$ cat config.mk
export PLATFORM = sky130hd
export DESIGN_NAME = sec_evt_irq
export DESIGN_NICKNAME = d
export VERILOG_FILES = /design/src/verilog/sec_evt_pkg.sv /design/src/verilog/sec_evt_irq.sv
export VERILOG_INCLUDE_DIRS = /design/src /design/src/verilog
export SDC_FILE = /design/constraint.sdc
export NUM_CORES = 1
export LEC_CHECK = 0
export ABC_AREA = 1
export CORE_MARGIN = 8
export CORE_UTILIZATION = 42
export DETAILED_ROUTE_END_ITERATION = 12
export DONT_BUFFER_PORTS = 1
export GPL_TIMING_DRIVEN = 0
export HOLD_SLACK_MARGIN = 0.08
export SLEW_MARGIN = 10
export SYNTH_ARGS = -nofsm -noshare
export SYNTH_HDL_FRONTEND = slang
export SYNTH_SLANG_ARGS = --single-unit
export TNS_END_PERCENT = 1
$ cat constraint.sdc
create_clock -name clk_i -period 4.4 [get_ports clk_i]
set_clock_uncertainty 0.15 [all_clocks]
set_input_delay 0.22 -clock clk_i [delete_from_list [all_inputs] [get_ports clk_i]]
set_output_delay 0.22 -clock clk_i [all_outputs]
set_load 0.02 [all_outputs]
$ cat src/verilog/sec_evt_consts.svh
`ifndef SEC_EVT_CONSTS_SVH
`define SEC_EVT_CONSTS_SVH
// Register byte offsets
`define OFS_CORE_STATUS 8'h00
`define OFS_CORE_ENABLE 8'h04
`define OFS_THRESHOLD 8'h08
`define OFS_DROP_STATUS 8'h0c
`define OFS_DROP_ENABLE 8'h10
`define OFS_TARGET_LOW 8'h14
`define OFS_TARGET_HIGH 8'h18
`define OFS_TARGET_CTX 8'h1c
`define OFS_UPDATE_CTRL 8'h20
`define OFS_STAT_CFG 8'h24
// Crypto core status bits
`define BIT_INPUT_ERR 0
`define BIT_OUTPUT_ERR 1
`define BIT_PROC_ERR 2
`define BIT_CTX_ERR 3
`define BIT_SEQ_THR 4
`define BIT_FATAL_ERR 14
// Drop status bits: ingress 0..3, egress 8..10
`define BIT_IG_CLASS 0
`define BIT_IG_CONSIST 1
`define BIT_IG_POST 2
`define BIT_IG_MTU 3
`define BIT_EG_CLASS 8
`define BIT_EG_POST 9
`define BIT_EG_MTU 10
// Reset values
`define RST_THRESHOLD 32'h0000_0000
`define RST_CORE_ENABLE 32'h0000_0000
`define RST_DROP_ENABLE 32'h0000_0000
`endif

$ cat src/verilog/sec_evt_pkg.sv
package sec_evt_pkg;
   typedef enum {UPD_IDLE, UPD_READ, UPD_WRITE} upd_state_e;
   typedef logic [7:0] reg_addr_t;
endpackage

$ cat src/verilog/sec_evt_irq.sv
`timescale 1ns/10ps
// Functional notes
// - Five ingress and four egress interrupt sources
// - Core errors latched; write one clears
// - Short packet sets input error bit 0
// - Hardware faults set bits 1, 2 and 14
// - Flow type mismatch sets processing bit 2
// - Bad transform record sets context bit 3
// - Sequence threshold passed sets warning bit 4
// - Flow lookup drop raises classification interrupt
// - Consistency drop interrupt on ingress only
// - Post-processing drop except MTU raises interrupt
// - MTU oversize drop raises own interrupt
// - Core self-clears update enable when done
// - Update only when stored below requested
// - Lowest acceptable follows, window size kept
// - Egress SA shares one packet counter
// - Frame counters 40 bits, octets 80
// - Counters may clear-on-read and saturate
`include "sec_evt_consts.svh"
module sec_evt_irq #(
   parameter int CTX_W = 8
) (
   input wire logic clk_i,
   input wire logic nrst_i,
   input wire sec_evt_pkg::reg_addr_t addr_i,
   input wire logic [31:0] wdata_i,
   input wire logic wr_i,
   input wire logic rd_i,
   output logic [31:0] rdata_o,
   // Crypto core event pulses
   input wire logic short_len_err_i,
   input wire logic out_hw_err_i,
   input wire logic proc_hw_err_i,
   input wire logic flow_type_mismatch_i,
   input wire logic ctx_err_i,
   input wire logic fatal_err_i,
   // Sequence number of egress packet being processed
   input wire logic eg_seq_valid_i,
   input wire logic [31:0] eg_seq_i,
   // Drop event pulses
   input wire logic ig_class_drop_i,
   input wire logic ig_consist_drop_i,
   input wire logic ig_post_drop_i,
   input wire logic ig_mtu_drop_i,
   input wire logic eg_class_drop_i,
   input wire logic eg_post_drop_i,
   input wire logic eg_mtu_drop_i,
   // Transform record port for the packet-number update
   output logic [CTX_W-1:0] rec_ctx_o,
   output logic rec_rd_o,
   input wire logic [63:0] rec_seq_i,
   output logic rec_wr_o,
   output logic [63:0] rec_seq_o,
   // Counter behaviour for the statistics store
   output logic stat_clear_on_read_o,
   output logic stat_saturate_o,
   output logic core_irq_o,
   output logic ig_irq_o,
   output logic eg_irq_o,
   output logic irq_o
);
   import sec_evt_pkg::*;

   localparam int FRAME_CNT_W = 40;
   localparam int OCTET_CNT_W = 80;

   logic [31:0] core_status;
   logic [31:0] core_enable;
   logic [31:0] threshold;
   logic [31:0] drop_status;
   logic [31:0] drop_enable;
   logic [31:0] target_low;
   logic [31:0] target_high;
   logic [CTX_W-1:0] target_ctx;
   logic xpn_mode;
   logic update_enable;
   logic [1:0] stat_cfg;
   upd_state_e upd_state;
   logic [31:0] core_set;
   logic [31:0] drop_set;
   logic seq_over;
   logic [63:0] target_full;
   logic core_status_wr;
   logic drop_status_wr;
   logic core_enable_wr;
   logic drop_enable_wr;
   logic threshold_wr;
   logic target_low_wr;
   logic target_high_wr;
   logic target_ctx_wr;
   logic update_ctrl_wr;
   logic stat_cfg_wr;
   logic upd_start;
   logic upd_commit;
   logic [31:0] next_rdata;

   // One decoded strobe per register keeps every register block to a single concern
   assign core_status_wr = wr_i && (addr_i == `OFS_CORE_STATUS);
   assign drop_status_wr = wr_i && (addr_i == `OFS_DROP_STATUS);
   assign core_enable_wr = wr_i && (addr_i == `OFS_CORE_ENABLE);
   assign drop_enable_wr = wr_i && (addr_i == `OFS_DROP_ENABLE);
   assign threshold_wr = wr_i && (addr_i == `OFS_THRESHOLD);
   assign target_low_wr = wr_i && (addr_i == `OFS_TARGET_LOW);
   assign target_high_wr = wr_i && (addr_i == `OFS_TARGET_HIGH);
   assign target_ctx_wr = wr_i && (addr_i == `OFS_TARGET_CTX);
   assign update_ctrl_wr = wr_i && (addr_i == `OFS_UPDATE_CTRL);
   assign stat_cfg_wr = wr_i && (addr_i == `OFS_STAT_CFG);

   // Hardware fault on the processing path shares bit 2 with mismatch
   // Strict compare: a number equal to the threshold has not passed it yet
   assign seq_over = eg_seq_valid_i && (eg_seq_i > threshold);
   always_comb
   begin
      core_set = 32'h0000_0000;
      core_set[`BIT_INPUT_ERR] = short_len_err_i;
      core_set[`BIT_OUTPUT_ERR] = out_hw_err_i;
      core_set[`BIT_FATAL_ERR] = fatal_err_i;
      core_set[`BIT_PROC_ERR] = flow_type_mismatch_i | proc_hw_err_i;
      core_set[`BIT_CTX_ERR] = ctx_err_i;
      core_set[`BIT_SEQ_THR] = seq_over;
   end

   always_comb
   begin
      drop_set = 32'h0000_0000;
      drop_set[`BIT_IG_CLASS] = ig_class_drop_i;
      drop_set[`BIT_EG_CLASS] = eg_class_drop_i;
      drop_set[`BIT_IG_CONSIST] = ig_consist_drop_i;
      drop_set[`BIT_IG_POST] = ig_post_drop_i;
      drop_set[`BIT_EG_POST] = eg_post_drop_i;
      drop_set[`BIT_IG_MTU] = ig_mtu_drop_i;
      drop_set[`BIT_EG_MTU] = eg_mtu_drop_i;
   end

   // One latch per status bit. The set term is kept in the clearing branch too, so an
   // event that lands in the same cycle as the write-one clear survives it.
   for (genvar b = 0; b < 32; b++)
   begin : status_bit
      always_ff @(posedge clk_i or negedge nrst_i)
      begin
         if (!nrst_i)
            core_status[b] <= 1'b0;
         else if (core_status_wr && wdata_i[b])
            core_status[b] <= core_set[b];
         else
            core_status[b] <= core_status[b] | core_set[b];
      end

      always_ff @(posedge clk_i or negedge nrst_i)
      begin
         if (!nrst_i)
            drop_status[b] <= 1'b0;
         else if (drop_status_wr && wdata_i[b])
            drop_status[b] <= drop_set[b];
         else
            drop_status[b] <= drop_status[b] | drop_set[b];
      end
   end

   // Software-owned configuration, one block per register
   always_ff @(posedge clk_i or negedge nrst_i)
   begin
      if (!nrst_i)
         core_enable <= `RST_CORE_ENABLE;
      else if (core_enable_wr)
         core_enable <= wdata_i;
   end

   always_ff @(posedge clk_i or negedge nrst_i)
   begin
      if (!nrst_i)
         drop_enable <= `RST_DROP_ENABLE;
      else if (drop_enable_wr)
         drop_enable <= wdata_i;
   end

   always_ff @(posedge clk_i or negedge nrst_i)
   begin
      if (!nrst_i)
         threshold <= `RST_THRESHOLD;
      else if (threshold_wr)
         threshold <= wdata_i;
   end

   always_ff @(posedge clk_i or negedge nrst_i)
   begin
      if (!nrst_i)
         target_low <= 32'h0000_0000;
      else if (target_low_wr)
         target_low <= wdata_i;
   end

   always_ff @(posedge clk_i or negedge nrst_i)
   begin
      if (!nrst_i)
         target_high <= 32'h0000_0000;
      else if (target_high_wr)
         target_high <= wdata_i;
   end

   always_ff @(posedge clk_i or negedge nrst_i)
   begin
      if (!nrst_i)
         target_ctx <= '0;
      else if (target_ctx_wr)
         target_ctx <= wdata_i[CTX_W-1:0];
   end

   always_ff @(posedge clk_i or negedge nrst_i)
   begin
      if (!nrst_i)
         xpn_mode <= 1'b0;
      else if (update_ctrl_wr)
         xpn_mode <= wdata_i[1];
   end

   always_ff @(posedge clk_i or negedge nrst_i)
   begin
      if (!nrst_i)
         stat_cfg <= 2'h0;
      else if (stat_cfg_wr)
         stat_cfg <= wdata_i[1:0];
   end

   // Clear-on-read and saturation apply alike to every counter, the single shared
   // packet counter of each egress SA included; its meaning follows the SA's cipher mode.
   assign stat_clear_on_read_o = stat_cfg[0];
   assign stat_saturate_o = stat_cfg[1];

   // Without extended numbering the target's high half is forced to zero for the 64-bit compare and write
   assign target_full = xpn_mode ? {target_high, target_low} : {32'h0000_0000, target_low};

   // Update sequencer: read the record, compare, write if larger.
   // A request while busy is dropped rather than queued, so software polls the enable bit.
   assign upd_start = update_ctrl_wr && wdata_i[0] && (upd_state == UPD_IDLE);
   // The record keeps window size, so the lowest acceptable number moves with it.
   assign upd_commit = (upd_state == UPD_WRITE) && (rec_seq_i < target_full);

   always_ff @(posedge clk_i or negedge nrst_i)
   begin
      if (!nrst_i)
         upd_state <= UPD_IDLE;
      else
      begin
         case (upd_state)
            UPD_IDLE:
            begin
               if (upd_start)
                  upd_state <= UPD_READ;
            end
            UPD_READ:
            begin
               upd_state <= UPD_WRITE;
            end
            UPD_WRITE:
            begin
               upd_state <= UPD_IDLE;
            end
            default: upd_state <= UPD_IDLE;
         endcase
      end
   end

   // Completion shows as the enable bit dropping once the record step is over
   always_ff @(posedge clk_i or negedge nrst_i)
   begin
      if (!nrst_i)
         update_enable <= 1'b0;
      else if (upd_start)
         update_enable <= 1'b1;
      else if (upd_state == UPD_WRITE)
         update_enable <= 1'b0;
   end

   // Context latched at the start so a later context write cannot redirect a running update
   always_ff @(posedge clk_i or negedge nrst_i)
   begin
      if (!nrst_i)
         rec_ctx_o <= '0;
      else if (upd_start)
         rec_ctx_o <= target_ctx;
   end

   always_ff @(posedge clk_i or negedge nrst_i)
   begin
      if (!nrst_i)
         rec_rd_o <= 1'b0;
      else
         rec_rd_o <= upd_start;
   end

   always_ff @(posedge clk_i or negedge nrst_i)
   begin
      if (!nrst_i)
         rec_wr_o <= 1'b0;
      else
         rec_wr_o <= upd_commit;
   end

   always_ff @(posedge clk_i or negedge nrst_i)
   begin
      if (!nrst_i)
         rec_seq_o <= 64'h0;
      else if (upd_commit)
         rec_seq_o <= target_full;
   end

   // Unmapped offsets and idle cycles read as zero
   always_comb
   begin
      next_rdata = 32'h0000_0000;
      if (rd_i)
      begin
         case (addr_i)
            `OFS_CORE_STATUS: next_rdata = core_status;
            `OFS_CORE_ENABLE: next_rdata = core_enable;
            `OFS_THRESHOLD: next_rdata = threshold;
            `OFS_DROP_STATUS: next_rdata = drop_status;
            `OFS_DROP_ENABLE: next_rdata = drop_enable;
            `OFS_TARGET_LOW: next_rdata = target_low;
            `OFS_TARGET_HIGH: next_rdata = target_high;
            `OFS_TARGET_CTX: next_rdata = 32'(target_ctx);
            `OFS_UPDATE_CTRL: next_rdata = {30'h0, xpn_mode, update_enable};
            `OFS_STAT_CFG: next_rdata = {30'h0, stat_cfg};
            default: next_rdata = 32'h0000_0000;
         endcase
      end
   end

   always_ff @(posedge clk_i or negedge nrst_i)
   begin
      if (!nrst_i)
         rdata_o <= 32'h0000_0000;
      else
         rdata_o <= next_rdata;
   end

   // Crypto core is one source per direction; it raises both line groups
   assign core_irq_o = |(core_status & core_enable);
   assign ig_irq_o = core_irq_o | (|(drop_status[7:0] & drop_enable[7:0]));
   assign eg_irq_o = core_irq_o | (|(drop_status[15:8] & drop_enable[15:8]));
   assign irq_o = ig_irq_o | eg_irq_o;
endmodule

# --- After elaboration in Yosys (flattened, before gate mapping) ---
# Cells that the tools add are included.
# Widths: inputs -> output; s select.
classes:
  magnitude_cmp: 2
  reduce_logical: 34
  eq_ne: 12
  muxes: 20
  n_bitwise: 20
ops:
  columns: ["operator", "n"]
  rows:
  - ["$pmux 32 s10", 1]
  - ["$logic_not 32->1", 2]
  - ["$lt 64x64->1", 1]
  - ["$mux 32", 2]
  - ["$mux 64", 1]
  - ["$pmux 32 s2", 1]
  - ["$and 15x32->32", 1]
  - ["$eq 32x1->1 const B", 1]
  - ["$eq 32x3->1 const B", 1]
  - ["$eq 8x5->1 const B", 4]
  - ["$gt 32x32->1", 1]
  - ["$reduce_or 32->1", 1]
  - ["$logic_and 1x1->1", 27]
  - ["$or 1x1->1", 17]
  - ["$eq 8x4->1 const B", 2]
  - ["$eq 8x6->1 const B", 2]
  - ["$reduce_or 8->1", 2]
  - ["$mux 1", 15]
  - ["$and 3x8->8", 1]
  - ["$and 4x8->8", 1]
  - ["$eq 8x3->1 const B", 1]
  - ["$logic_not 8->1", 1]
  - ["$ne 2x2->1 const B", 1]
  - ["$reduce_bool 2->1", 1]
totals:
  out_inout_bits: 112
  regBits: 323
  inputBits: 154
  word_cells: 116

# --- Longest topological paths before layout ---
logic_depth:
  depth_word: 6
  ltp_mapped: 18
  ltp_nobuf: 16

# --- Worst setup path after synthesis ---
# Ideal clock, no wire load.
synth_timing:
  kind: "reg2reg"
  startpoint: "register xpn_mode"
  endpoint: "register rec_seq_o[32]"
  setup_slack_ns: 1.844
  required_ns: 4.133
  path_stages_with_launch: 15
  n_path_buf: 4
  t_arrival_ns: 2.289
  period_less_slack_ns: 2.556
  setup_time_ns: 0.117
  path_cell_list: "dfrtp_1 -> clkbuf_1 -> clkbuf_1 -> nand2_1 -> ha_1 -> nand2_1 -> nor2_1 -> nand4_1 -> nor3b_2 -> and3_1 -> nand2_1 -> buf_2 -> buf_2 -> nand3_1 -> nand2_1"
synth_between:
  elab_chain_len: 3
synth_rtl:
  columns: ["element", "line", "rtl"]
  rows:
  - ["from (decl)", "sec_evt_irq.sv:76", "logic xpn_mode;"]
  - ["from (signal assigned)", "sec_evt_irq.sv:215", "xpn_mode <= wdata_i[1];"]
  - ["$mux 64 *", "sec_evt_irq.sv:232", "assign target_full = xpn_mode ? {target_high, target_low} : {32'h0000_0000, target_low};"]
  - ["$lt 64x64->1", "sec_evt_irq.sv:238", "assign upd_commit = (upd_state == UPD_WRITE) && (rec_seq_i < target_full);"]
  - ["$logic_and 1x1->1", "sec_evt_irq.sv:238", null]
  - ["to (signal assigned)", "sec_evt_irq.sv:306", "rec_seq_o <= target_full;"]
  - ["to (decl)", "sec_evt_irq.sv:54", "output logic [63:0] rec_seq_o,"]
# Mark *: on every way between the ends. The rest lies on a longest branch, timed or not.
# A chain may end at the register's enable or synchronous reset.

# --- Worst setup path in the final report ---
layout_timing:
  startpoint: "register threshold[27]"
  endpoint: "register core_status[4]"
layout_between:
  elab_chain_len: 4
layout_rtl:
  columns: ["element", "line", "rtl"]
  rows:
  - ["from (decl)", "sec_evt_irq.sv:70", "logic [31:0] threshold;"]
  - ["from (signal assigned)", "sec_evt_irq.sv:181", "threshold <= `RST_THRESHOLD;"]
  - ["from (signal assigned)", "sec_evt_irq.sv:183", "threshold <= wdata_i;"]
  - ["$gt 32x32->1 *", "sec_evt_irq.sv:112", "assign seq_over = eg_seq_valid_i && (eg_seq_i > threshold);"]
  - ["$logic_and 1x1->1 *", "sec_evt_irq.sv:112", null]
  - ["$or 1x1->1", "sec_evt_irq.sv:147", "core_status[b] <= core_status[b] | core_set[b];"]
  - ["$mux 1 *", "sec_evt_irq.sv:144", "else if (core_status_wr && wdata_i[b])"]
  - ["to (signal, indexed assignment)", "sec_evt_irq.sv:145", "core_status[b] <= core_set[b];"]
  - ["to (signal, indexed assignment)", "sec_evt_irq.sv:147", null]
  - ["to (decl)", "sec_evt_irq.sv:68", "logic [31:0] core_status;"]
# Marked as above.

==> flow_summary.json <==
{
  "holdBufCountCts": 71,
  "r2r_cells": 11,
  "vias_per_cell": 5.373,
  "crit_chain": "inv_1, ha_1, nand4_1, inv_1, nand3_1, nor4_1, a21boi_0, nand2_1, dlygate4sd3_1, nand2_1, dlygate4sd3_1",
  "crit_required_ns": 4.70,
  "cts_tree": "built",
  "irDropWorstVdd_uv": 347.0,
  "crit_path_end_kind": "flop",
  "io_pins": 266,
  "yosysWarnings": 0,
  "worstSetupPathType": "reg2reg",
  "synth-seq-area-share_pct": 51.01,
  "wl_mm": 50.61,
  "setup_slack_ns": 1.140,
  "core_um2": 33620,
  "fmax_ghz": 0.3068,
  "synth_seq_cells": 293,
  "status": "finished with violations",
  "grt_pass1_vias": 12100,
  "cts_buffer_depth": 3,
  "r2r_start": "threshold[27]",
  "period_minus_slack_ns": 3.260,
  "finalCritPeriodShare_pct": 74.09,
  "final.setup.tns_ns": 0,
  "clock_latency_ns": 0.57,
  "yosysMostFrequentCell": "nand2_1",
  "postRouteAntennaNets": 0,
  "syn_nets": 1953,
  "violations": "hold timing",
  "vias": 12250,
  "grt_usage_pct": 24.39,
  "initial_utilization_pct": 42.76,
  "crit_fanout": 3,
  "synthCells": 1704,
  "hold_slack_ns": -0.7973,
  "regArea_um2": 7332,
  "crit_arrival_ns": 3.56,
  "pwr_density_cell_nw_per_um2": 360.4,
  "worst_pin_slew_ns": 0.7235,
  "critPathSlowestCell": "dlygate4sd3_1",
  "synth_ff_type": "dfrtp_1",
  "antenna_found_initial": 0,
  "hold_class": "in2async",
  "rsz0062_at_grt": "no",
  "max-slew-margin-rel_pct": 51.77,
  "synth_area_per_cell_um2": 8.435,
  "cts_sinks": 293,
  "synthTopCellsByArea": "dfrtp_1 51%, nand2_1 13%, ha_1 8.3%",
  "rows": 67,
  "finalSetupViolCount": 0,
  "fp.dieH_um": 201.0,
  "r2r_end": "core_status[4]",
  "multiInputGateArea_um2": 5952,
  "grt_start_max_net_pins": 294,
  "drt_pass1_iterations": 5,
  "die-width_um": 201.0,
  "synth-edff-count": 0,
  "pre_cts_slack_ns": 1.108,
  "synthTopCellsByCount": "511 x nand2_1, 293 x dfrtp_1, 212 x o21ai_0, 189 x inv_1, 95 x ha_1",
  "root_buffer": "clkbuf_16",
  "max_stage_delay_ns": 0.59,
  "worstSetupStartpointType": "flop",
  "htreeDepth": 1,
  "drt-initial-drc-count": 1038,
  "detail_route.wl_per_cell_um": 22.20,
  "synth_top_area_share_pct": 51.01,
  "drv_cap": 0,
  "drc": 0,
  "final_hold_viol_count": 293,
  "grt_first_pass_wirelength_mm": 76.48,
  "path_clk_slew_ns": 0.06,
  "nFillCells": 3281,
  "drive_above_1_share_pct": 5.188,
  "p_leak_uw": 0.008139,
  "dieArea_um2": 40400,
  "p_total_uw": 6026,
  "reg2reg_setup_slack_ns": 1.14,
  "yosysUniqueCellTypes": 39,
  "cts_buffers": 31,
  "maxSlewViolCount": 0,
  "globalplace.congestion": 0.9468,
  "dp_hpwl_mm": 39.65,
  "nets": 2057,
  "area_delta_synth_final_pct": 16.34,
  "async_flop_share_pct": 100.0,
  "yosys.area.top_type": "dfrtp_1",
  "portBuffers": 0,
  "gr-total-overflow": 0,
  "syn_area_um2": 14370
}
[how the worst max path moves through the flow]
stage	cells past startpoint	to	startpoint
5_1_grt	14	rec_seq_o[7]	xpn_mode
3_5_place_dp	14	rec_seq_o[7]	xpn_mode
4_1_cts	11	core_status[4]	threshold[27]
3_3_place_gp	14	rec_seq_o[7]	xpn_mode
6_report	11	core_status[4]	threshold[27]
2_1_floorplan	14	rec_seq_o[32]	xpn_mode
[through the flow]
stage | util (%) | hold slack [ns] | instance area, um2 | std cells
3_5_place_dp | 44.43 | -0.2189 | 14930 | 2152
6_report | 49.75 | -0.7973 | 16720 | 2280
5_1_grt | 49.74 | -0.8141 | 16720 | 2279
2_1_floorplan | - | -0.2256 | 14370 | 1704
3_3_place_gp | 44.43 | -0.2179 | 14930 | 2152
4_1_cts | 49.74 | -0.8166 | 16720 | 2279
[state kept, by name, summed over array words and instances, names as in the netlist]
register	count
upd_state	2
target_low	32
xpn_mode	1
rec_seq_o	64
target_ctx	8
core_enable	32
rec_wr_o	1
drop_enable	32
stat_cfg	2
core_status	6
rec_rd_o	1
update_enable	1
target_high	32
drop_status	7
threshold	32
rdata_o	32
rec_ctx_o	8
[logic make-up after synthesis]
family	after synthesis	synth area share [%]
flip-flops	293	51.01
adder cells (fa/ha/maj)	95	8.269
AO/OA/AOI/OAI	369	13.99
buffers and inverters	267	7.582
AND/OR/NAND/NOR	680	19.15
[where the power goes]
part	switching [uW]	leakage (uW)	total, uW	internal, uW
clock network	1120	0.000529	2770	1660
logic	259	0.00363	414	156
registers	69.9	0.00398	2840	2770
[per-layer routing]
layer  vias up  track usage, %  share of wire, %
met4         0           6.623               2.5
met1      5942           34.11                45
li1       5809               -                 -
met3        64           5.890               8.3
met5         -               0                 0
met2       436           37.25                44
[cell usage in the layout, fill, tap and decap left out, types with 2 or more instances in the layout]
cell type        n
a211oi_1         6
a21boi_0         2
a21o_1           3
a21oi_1         85
a22o_1           2
a31oi_1         10
buf_2           18
buf_4            9
buf_6            4
bufinv_16        4
clkbuf_1        45
clkbuf_16       31
clkbuf_8         8
clkinv_1         2
clkinv_2         6
clkinvlp_4       2
dfrtp_1        293
dlygate4sd3_1   71
ha_1            95
inv_1          189
inv_2            2
nand2_1        511
nand2_2          3
nand3_1         82
nand3b_1         2
nand4_1         12
nor2_1          50
nor2_2           2
nor3_1          11
nor4_1           3
o211ai_1         3
o21a_1           2
o21ai_0        212
o21ai_1          7
o21bai_1         8
o221ai_1        17
o22ai_1         10
[worst max-delay path: cells and delay by family, from the launching register on]
kind / cells / cell delay (ns)
adders and majority gates: 1 / 0.33
and+or+nand+nor: 5 / 0.81
DFF: 1 / 0.35
buffers and inverters: 4 / 1.32
AOI/OAI and AO/OA: 1 / 0.18
[area by class of cell]
cell class,count,area share (%)
antenna,1,0.01496
buffer,74,2.185
clock buffer,43,5.387
clock inverter,13,1.040
inverter,193,4.332
multi-input combinational,1144,35.59
sequential,293,43.85
tap,448,3.352
timing repair buffer,71,4.250
[timing repair]
action / 4_1_cts / 5_1_grt
endpoints found under the setup margin: 0 / 0
resized for setup: 0 / 0
endpoints found under the hold margin: 500 / 293
buffers inserted: 0 / 0
(Power assumes the default switching activity.)
